==> src/hw/tio_pkg.sv <==
// Constants for terminal input and output conditioning
package tio_pkg;

    // ------------------------------------------------------------
    // Clock and time units
    // ------------------------------------------------------------
    localparam int CLK_HZ         = 200_000_000;
    localparam int CYC_PER_MS     = CLK_HZ / 1000;
    localparam int DELAY_STEP_MS  = 100;
    localparam int FILTER_STEP_MS = 2;
    localparam int DETERM_STEP_MS = 10;
    localparam int DELAY_STEP_CYC  = DELAY_STEP_MS * CYC_PER_MS;
    localparam int FILTER_STEP_CYC = FILTER_STEP_MS * CYC_PER_MS;
    localparam int DETERM_STEP_CYC = DETERM_STEP_MS * CYC_PER_MS;

    // ------------------------------------------------------------
    // Setting ranges and reset values
    // ------------------------------------------------------------
    localparam logic [9:0] DELAY_MAX = 10'd1000;
    localparam logic [9:0] DELAY_DEF = 10'd0;
    localparam logic [7:0] RESP_MAX  = 8'd200;
    localparam logic [7:0] RESP_DEF  = 8'd1;
    localparam logic [7:0] DET_MAX   = 8'd200;
    localparam logic [7:0] DET_DEF   = 8'd0;
    localparam logic [7:0] SEL_DEF   = 8'h00;

    // ------------------------------------------------------------
    // Source codes and operators
    // ------------------------------------------------------------
    localparam logic [7:0] CODE_MAX          = 8'd63;
    localparam logic [7:0] CODE_COMB_FIRST   = 8'd33;
    localparam logic [7:0] CODE_COMB_LAST    = 8'd38;
    localparam logic [7:0] CODE_OPTION_BOARD = 8'd63;
    localparam logic [7:0] CODE_NONE         = 8'hFF;
    localparam logic [1:0] OP_AND = 2'h0;
    localparam logic [1:0] OP_OR  = 2'h1;
    localparam logic [1:0] OP_XOR = 2'h2;

    // ------------------------------------------------------------
    // Register offsets and fields
    // ------------------------------------------------------------
    localparam logic [6:0] OFS_DELAY  = 7'h00;
    localparam logic [6:0] OFS_COMB   = 7'h10;
    localparam logic [6:0] OFS_RESP   = 7'h40;
    localparam logic [6:0] OFS_DET    = 7'h64;
    localparam logic [6:0] OFS_STATUS = 7'h68;
    localparam int NUM_DELAY = 4;
    localparam int NUM_COMB  = 6;
    localparam int NUM_RESP  = 9;
    localparam int SEL1_LSB  = 0;
    localparam int SEL2_LSB  = 8;
    localparam int OP_LSB    = 16;
    localparam int STAT_P5_BIT    = 6;
    localparam int STAT_RELAY_BIT = 7;
    localparam int STAT_IN_LSB    = 8;
    localparam int STAT_FW_BIT    = 16;
    localparam int STAT_MS_LSB    = 24;

endpackage

==> src/hw/settle_timer.sv <==
// Level settling timer with separate rise and fall times
`timescale 1ns/1ps
module settle_timer #(
    parameter int W    = 1,
    parameter int CW   = 10,
    parameter int UNIT = 2
) (
    input  wire logic          clk,
    input  wire logic          rstn,
    input  wire logic [W-1:0]  raw,
    input  wire logic [CW-1:0] on_units,
    input  wire logic [CW-1:0] off_units,
    output logic      [W-1:0]  settled
);
    localparam int SW = (UNIT > 1) ? $clog2(UNIT) : 1;

    if (UNIT < 1 || W < 1 || CW < 1) begin : g_check
        $error("settle_timer: bad parameters");
    end

    logic [W-1:0]  prev;
    logic [SW-1:0] sub;
    logic [CW-1:0] units;

    wire           changed = raw != prev;
    wire           pending = raw != settled;
    wire [CW-1:0]  target  = (|raw) ? on_units : off_units;
    wire           take    = pending & ~changed & (units >= target);
    wire           sub_end = sub == SW'(UNIT - 1);

    // ------------------------------------------------------------
    // Count whole units while the new level holds
    // ------------------------------------------------------------
    always_ff @(posedge clk or negedge rstn) begin
        if (!rstn) begin
            prev    <= '0;
            settled <= '0;
            sub     <= '0;
            units   <= '0;
        end else begin
            prev <= raw;
            if (!pending || changed) begin
                sub   <= '0;
                units <= '0;
            end else if (take) begin
                settled <= raw;
            end else if (sub_end) begin
                sub   <= '0;
                units <= units + CW'(1);
            end else begin
                sub <= sub + SW'(1);
            end
        end
    end
endmodule

==> src/hw/terminal_io_conditioning.sv <==
// Terminal conditioning: output delays, combined outputs, input filters
// What this block does
// - Transistor output five gets on and off delays, 0 to 100 s, 0.1 s steps.
// - Relay output gets independent on and off delays, 0 to 100 s, default 0.
// - Six combined outputs, each from two selected sources, default code 00.
// - Operator code 00 AND, 01 OR, 02 XOR per combined output; default AND.
// - Source codes use output assignment set, excluding combined codes 33-38.
// - Source code 63 and the no-function code are also rejected.
// - A filter count of zero acts as one 2 ms unit.
// - Forward run input has its own filter, same unit, range and default.
// - Multi-step selection waits a determination time, 0-200 x 10 ms.
`timescale 1ns/1ps
module terminal_io_conditioning #(
    parameter int DELAY_CYC  = tio_pkg::DELAY_STEP_CYC,
    parameter int FILTER_CYC = tio_pkg::FILTER_STEP_CYC,
    parameter int DETERM_CYC = tio_pkg::DETERM_STEP_CYC,
    parameter int MS_BITS    = 4
) (
    input  wire logic               clk,
    input  wire logic               rstn,
    input  wire logic [6:0]         avs_address,
    input  wire logic               avs_read,
    input  wire logic               avs_write,
    input  wire logic [31:0]        avs_writedata,
    input  wire logic [3:0]         avs_byteenable,
    output logic      [31:0]        avs_readdata,
    output logic                    avs_waitrequest,
    input  wire logic [7:0]         multi_input,
    input  wire logic               forward_run_input,
    input  wire logic               p5_request,
    input  wire logic               relay_request,
    input  wire logic [63:0]        function_status,
    output logic                    transistor_output_five,
    output logic                    relay_output,
    output logic      [5:0]         combined_out,
    output logic      [7:0]         filtered_input,
    output logic                    forward_run_filtered,
    output logic      [MS_BITS-1:0] multi_step_select
);
    if (MS_BITS < 1 || MS_BITS > 8) begin : g_check
        $error("terminal_io_conditioning: MS_BITS must be 1 to 8");
    end
    // ------------------------------------------------------------
    // Settings storage
    // ------------------------------------------------------------
    logic [9:0] delay_set [tio_pkg::NUM_DELAY];
    logic [7:0] sel1      [tio_pkg::NUM_COMB];
    logic [7:0] sel2      [tio_pkg::NUM_COMB];
    logic [1:0] op        [tio_pkg::NUM_COMB];
    logic [7:0] resp      [tio_pkg::NUM_RESP];
    logic [7:0] det;
    logic       ack;
    logic [8:0] pin_s1;
    logic [8:0] pin_s2;
    logic [8:0] filt;

    // ------------------------------------------------------------
    // Bus decode
    // ------------------------------------------------------------
    wire [6:0]  comb_off = avs_address - tio_pkg::OFS_COMB;
    wire [6:0]  resp_off = avs_address - tio_pkg::OFS_RESP;
    wire [1:0]  didx     = avs_address[3:2];
    wire [2:0]  cidx     = comb_off[4:2];
    wire [3:0]  ridx     = resp_off[5:2];
    wire        in_delay = avs_address[6:4] == tio_pkg::OFS_DELAY[6:4];
    wire        in_comb  = avs_address >= tio_pkg::OFS_COMB
                           && avs_address < tio_pkg::OFS_RESP - 7'h18;
    wire        in_resp  = avs_address >= tio_pkg::OFS_RESP
                           && avs_address < tio_pkg::OFS_DET;
    wire        is_det   = avs_address[6:2] == tio_pkg::OFS_DET[6:2];
    wire        is_stat  = avs_address[6:2] == tio_pkg::OFS_STATUS[6:2];
    wire        access   = avs_read | avs_write;
    wire        wr       = avs_write & ack;
    wire [31:0] status;
    wire [31:0] rd_val =
        in_delay ? {22'h0, delay_set[didx]} :
        in_comb  ? {14'h0, op[cidx], sel2[cidx], sel1[cidx]} :
        in_resp  ? {24'h0, resp[ridx]} :
        is_det   ? {24'h0, det} :
        is_stat  ? status : 32'h0;
    wire [31:0] be_mask = {{8{avs_byteenable[3]}}, {8{avs_byteenable[2]}},
                           {8{avs_byteenable[1]}}, {8{avs_byteenable[0]}}};
    wire [31:0] merged  = (rd_val & ~be_mask) | (avs_writedata & be_mask);
    wire [7:0]  m_sel1  = merged[tio_pkg::SEL1_LSB +: 8];
    wire [7:0]  m_sel2  = merged[tio_pkg::SEL2_LSB +: 8];
    wire [1:0]  m_op    = merged[tio_pkg::OP_LSB +: 2];
    function automatic logic sel_ok(input logic [7:0] c);
        return c <= tio_pkg::CODE_MAX
            && !(c >= tio_pkg::CODE_COMB_FIRST
                 && c <= tio_pkg::CODE_COMB_LAST)
            && c != tio_pkg::CODE_OPTION_BOARD
            && c != tio_pkg::CODE_NONE;
    endfunction
    wire sel1_ok = sel_ok(m_sel1);
    wire sel2_ok = sel_ok(m_sel2);
    assign avs_waitrequest = access & ~ack;

    // ------------------------------------------------------------
    // Bus answer and register writes
    // ------------------------------------------------------------
    always_ff @(posedge clk or negedge rstn) begin
        if (!rstn) begin
            ack          <= 1'b0;
            avs_readdata <= 32'h0;
        end else begin
            ack <= access & ~ack;
            if (avs_read && !ack)
                avs_readdata <= rd_val;
        end
    end

    always_ff @(posedge clk or negedge rstn) begin
        if (!rstn) begin
            for (int i = 0; i < tio_pkg::NUM_DELAY; i++)
                delay_set[i] <= tio_pkg::DELAY_DEF;
            for (int i = 0; i < tio_pkg::NUM_COMB; i++) begin
                sel1[i] <= tio_pkg::SEL_DEF;
                sel2[i] <= tio_pkg::SEL_DEF;
                op[i]   <= tio_pkg::OP_AND;
            end
            for (int i = 0; i < tio_pkg::NUM_RESP; i++)
                resp[i] <= tio_pkg::RESP_DEF;
            det <= tio_pkg::DET_DEF;
        end else if (wr) begin
            if (in_delay && merged[9:0] <= tio_pkg::DELAY_MAX)
                delay_set[didx] <= merged[9:0];
            if (in_comb && sel1_ok)
                sel1[cidx] <= m_sel1;
            if (in_comb && sel2_ok)
                sel2[cidx] <= m_sel2;
            if (in_comb && m_op <= tio_pkg::OP_XOR)
                op[cidx] <= m_op;
            if (in_resp && merged[7:0] <= tio_pkg::RESP_MAX)
                resp[ridx] <= merged[7:0];
            if (is_det && merged[7:0] <= tio_pkg::DET_MAX)
                det <= merged[7:0];
        end
    end
    // ------------------------------------------------------------
    // Output delays
    // ------------------------------------------------------------
    settle_timer #(.W(1), .CW(10), .UNIT(DELAY_CYC)) u_p5 (
        .clk       (clk),
        .rstn      (rstn),
        .raw       (p5_request),
        .on_units  (delay_set[0]),
        .off_units (delay_set[1]),
        .settled   (transistor_output_five)
    );

    settle_timer #(.W(1), .CW(10), .UNIT(DELAY_CYC)) u_relay (
        .clk       (clk),
        .rstn      (rstn),
        .raw       (relay_request),
        .on_units  (delay_set[2]),
        .off_units (delay_set[3]),
        .settled   (relay_output)
    );

    // ------------------------------------------------------------
    // Combined outputs
    // ------------------------------------------------------------
    logic [5:0] next_combined;
    for (genvar i = 0; i < tio_pkg::NUM_COMB; i++) begin : g_comb
        wire a = function_status[sel1[i][5:0]];
        wire b = function_status[sel2[i][5:0]];
        assign next_combined[i] = (op[i] == tio_pkg::OP_AND) ? a & b :
                                  (op[i] == tio_pkg::OP_OR)  ? a | b :
                                  a ^ b;
    end

    always_ff @(posedge clk or negedge rstn) begin
        if (!rstn)
            combined_out <= 6'h00;
        else
            combined_out <= next_combined;
    end
    // ------------------------------------------------------------
    // Input synchronisers and filters
    // ------------------------------------------------------------
    always_ff @(posedge clk or negedge rstn) begin
        if (!rstn) begin
            pin_s1 <= 9'h000;
            pin_s2 <= 9'h000;
        end else begin
            pin_s1 <= {forward_run_input, multi_input};
            pin_s2 <= pin_s1;
        end
    end

    for (genvar i = 0; i < tio_pkg::NUM_RESP; i++) begin : g_filt
        wire [9:0] units = resp[i] == 8'h00 ? 10'd1 : {2'h0, resp[i]};
        settle_timer #(.W(1), .CW(10), .UNIT(FILTER_CYC)) u_filt (
            .clk       (clk),
            .rstn      (rstn),
            .raw       (pin_s2[i]),
            .on_units  (units),
            .off_units (units),
            .settled   (filt[i])
        );
    end

    assign filtered_input       = filt[7:0];
    assign forward_run_filtered = filt[8];
    // ------------------------------------------------------------
    // Multi-step determination
    // ------------------------------------------------------------
    wire [MS_BITS-1:0] ms_raw = filt[MS_BITS-1:0];

    settle_timer #(.W(MS_BITS), .CW(10), .UNIT(DETERM_CYC)) u_ms (
        .clk       (clk),
        .rstn      (rstn),
        .raw       (ms_raw),
        .on_units  ({2'h0, det}),
        .off_units ({2'h0, det}),
        .settled   (multi_step_select)
    );

    assign status = {8'(multi_step_select), 7'h0, forward_run_filtered,
                     filtered_input, relay_output, transistor_output_five,
                     combined_out};
    // ------------------------------------------------------------
    // Checks
    // ------------------------------------------------------------
    wire       src_a0 = function_status[sel1[0][5:0]];
    wire       src_b0 = function_status[sel2[0][5:0]];
    wire [1:0] op0    = op[0];
    wire [7:0] sel1_0 = sel1[0];
    wire       fw_sync = pin_s2[8];
    wire       wr_c0   = wr && in_comb && cidx == 3'h0;
endmodule

==> config.mk <==
export PLATFORM = sky130hd
export DESIGN_NAME = terminal_io_conditioning
export DESIGN_NICKNAME = d
export VERILOG_FILES = /design/src/hw/tio_pkg.sv /design/src/hw/settle_timer.sv /design/src/hw/terminal_io_conditioning.sv
export SDC_FILE = /design/constraint.sdc
export NUM_CORES = 2
export LEC_CHECK = 0
export ABC_AREA = 1
export BUFFER_PORTS_ARGS = -buffer_cell sky130_fd_sc_hd__buf_2
export CELL_PAD_IN_SITES_DETAIL_PLACEMENT = 1
export CELL_PAD_IN_SITES_GLOBAL_PLACEMENT = 1
export CORE_ASPECT_RATIO = 0.6
export CORE_MARGIN = 4
export CORE_UTILIZATION = 46
export CTS_CLUSTER_DIAMETER = 50
export DETAILED_ROUTE_END_ITERATION = 10
export GPL_TIMING_DRIVEN = 0
export HOLD_SLACK_MARGIN = 0.06
export PLACE_DENSITY = 0.88
export SYNTH_ARGS = -nofsm -noshare
export SYNTH_HDL_FRONTEND = slang
export SYNTH_SLANG_ARGS = --single-unit
export TNS_END_PERCENT = 100
==> constraint.sdc <==
create_clock -name clk -period 3.05 [get_ports clk]
set_input_delay 0.305 -clock clk [delete_from_list [all_inputs] [get_ports clk]]
set_output_delay 0.305 -clock clk [all_outputs]
set_load 0.01 [all_outputs]
==> impl_metrics.json <==
{
  "setup_violations": 93,
  "viasPerCell": 6.56,
  "rsz0062_at_grt": "true",
  "max-vdd-ir-drop_mv": 0.482,
  "max_stage_delay_ns": 0.48,
  "synth.most_common_cell": "nand2_1",
  "antenna_found_initial": 25,
  "nets": 6961,
  "synth.distinct_cells": 61,
  "grt_pass1_vias": 51091,
  "leakagePower_nw": 23.3,
  "startpoint": "avs_address[2]",
  "dr_total_vias": 53032,
  "finalCriticalPeriod_ns": 3.20,
  "rr_startpoint": "ack",
  "first_pass_iters": 11,
  "synth_largest_area_cell": "dfrtp_1",
  "synth-main-ff-cell": "dfrtp_1",
  "final_layout_size_suffix_gt1_frac": 0.112,
  "netlist_top_cells_area": "dfrtp_1 (37%), nand2_1 (11%), o21ai_0 (8.4%)",
  "ant_nets": 0,
  "grt.overflow.total": 0,
  "path_cells": "buf_2 > buf_6 > inv_2 > nand2_1 > clkbuf_4 > o22ai_1 > o21ai_1 > nand2_1 > nand3_1 > nand3_1 > nand2_1 > clkinv_2 > clkbuf_2 > nand4_1 > nand2_1",
  "p_total_w": 0.0308,
  "cap_violations": 11,
  "powerDensity_nw_per_um2": 594,
  "min-delay-start": "avs_writedata[2]",
  "synth_top_area_frac": 0.369,
  "synthArstFlopShare": 1.00,
  "crit_path_frequent_cell": "nand2_1",
  "fmax_mhz": 313,
  "die_width_um": 410,
  "syn2layout_area_growth_pct": 16.0,
  "row_count": 88,
  "violations": "design-rule violations, max-capacitance violations, max-slew violations, negative setup slack",
  "setup_tns_ns": -3.50,
  "cts_buffer_depth": 3,
  "grt_max_degree": 116,
  "drc": 2,
  "initialDrtViolationCount": 7561,
  "core_um2": 96200,
  "synth_seq_area_share": 0.374,
  "worstPathMaxFanout": 10,
  "initial_core_util": 0.464,
  "cts_tree": "done",
  "yosys_warnings": 0,
  "crit_slowest_cell": "clkbuf_2",
  "synth_commonest_cells": "nand2_1 (1,337), nor2_1 (880), o21ai_0 (752)",
  "endpoint_kind": "flip-flop",
  "ios": 176,
  "fin_ws_ns": -0.147,
  "critPathKind": "in -> reg",
  "outcome": "finished, violations left",
  "worst_pin_slew_ns": 1.68,
  "clkLatencyLatePin_ns": 0.70,
  "cp.required_ns": 3.63,
  "port_buffers": 145,
  "dp_hpwl_um": 155000,
  "dp_slack_ns": -1.31,
  "hp-class": "in -> reg",
  "wl_per_cell_um": 27.4,
  "cts_buffers": 75,
  "clock_skew_ns": 0.0345,
  "finalWirelength_um": 222000,
  "slew_viol_final": 114,
  "cts_sinks": 667,
  "synth-seq-cells": 667,
  "gp_congestion": 1.08,
  "grt_pass1_wl_um": 318000,
  "cp.arrival_ns": 3.78,
  "worst_setup_path_start_kind": "input port",
  "clockRootBuffer": "clkbuf_16",
  "htreeDepth": 3,
  "fin_crit_sh": 1.05,
  "hold_viol": 0,
  "grtUsageTotal": 0.401,
  "synth-edff-count": 0,
  "syn-cell-area_um2": 44700,
  "clk_pin_slew_worst_paths_ns": 0.06,
  "syn_avg_cell_area_um2": 6.98,
  "relSlewSlack": -0.119,
  "dieArea_um2": 102000,
  "synthCells": 6394,
  "die_h_um": 249
}
## report_power, final
group	switching [W]	internal (W)
combinational	0.00711	0.00296
clock	0.00444	0.00568
sequential	0.00102	0.00957
## per-layer routing
metal	share of wire	track usage
met4	0.049	0.155
met1	0.40	0.562
met5	0.00087	0
met3	0.15	0.175
met2	0.40	0.539
## through the flow
step           cells  instance area (um^2)   util  hold WS (ns)
2_1_floorplan   6403                 44700      -       0.00941
3_3_place_gp    7853                 47000  0.489         0.334
3_5_place_dp    7859                 47200  0.491         0.323
4_1_cts         8012                 50500  0.525         0.125
5_1_grt         8071                 51800  0.538         0.103
6_report        8088                 51800  0.538        0.0514
## cell usage in the layout (no fill, tap or decap), drive strengths merged, types with 22 or more instances in the layout
cell / n
nand3: 250
diode: 22
o211ai: 22
clkinv: 27
o21ai: 767
buf: 314
nand2: 1342
nor2: 888
inv: 649
xor2: 106
a21oi: 186
dfrtp: 658
nor3: 167
o22ai: 192
nand4: 290
o31ai: 39
ha: 136
o221ai: 43
clkbuf: 358
nor4: 66
## worst max-delay path: cells and delay by family
family                 cells  cell delay (ns)
buffers and inverters      6             1.72
and+or+nand+nor            7             1.24
AOI/OAI and AO/OA          2             0.46
## timing repair
item	in CTS	in global routing
hold endpoints to repair	76	0
gates cloned	0	4
hold buffers	14	0
buffers inserted	13	57
pin swaps	8	51
gates resized for setup	158	315
setup endpoints to repair	521	540
## layout make-up
| cell class | instances | area [um^2] |
|---|---|---|
| antenna | 22 | 55.1 |
| buffer | 356 | 1770 |
| clock buffer | 93 | 2070 |
| clock inverter | 42 | 576 |
| fill | 12410 | 44400 |
| inverter | 658 | 2530 |
| multi-input combinational | 4706 | 24700 |
| sequential | 667 | 16700 |
| tap | 1305 | 1630 |
| timing repair buffer | 238 | 1720 |
| timing repair inverter | 1 | 8.76 |
## logic make-up (layout without fill, tap and decap cells)
kind of cell	count (synthesis)	count (layout)	share of synthesized area
mux	6	6	0.00135
simple gates	3052	3053	0.295
flops	667	667	0.374
buf+inv	1031	1388	0.0912
other cells	1	32	0.0000840
fa+ha+maj	136	136	0.0381
xor+xnor	123	123	0.0241
compound gates	1378	1378	0.176
## worst paths after layout
kind | end | slack (ns) | cells past startpoint
worst max-delay path | sel1[16] | -0.15 | 15
worst min-delay path | det[2] | 0.05 | 3
worst max register to register | resp[47] | -0.13 | 6
worst min register to register | pin_s2[3] | 0.34 | 0
max in group asynchronous | g_filt[4].u_filt.sub[5] | 0.77 | 5
min in group asynchronous | sel2[17] | 0.20 | 2
## state kept, by name (all words and copies together) (netlist names), 21 cells and up
name,count
g_filt.u_filt.units,90
sel2,48
sel1,40
u_ms.sub,21
avs_readdata,22
u_p5.sub,25
u_relay.sub,25
delay_set,40
g_filt.u_filt.sub,171
resp,72
No activity file was read; power rests on OpenSTA's default activity.
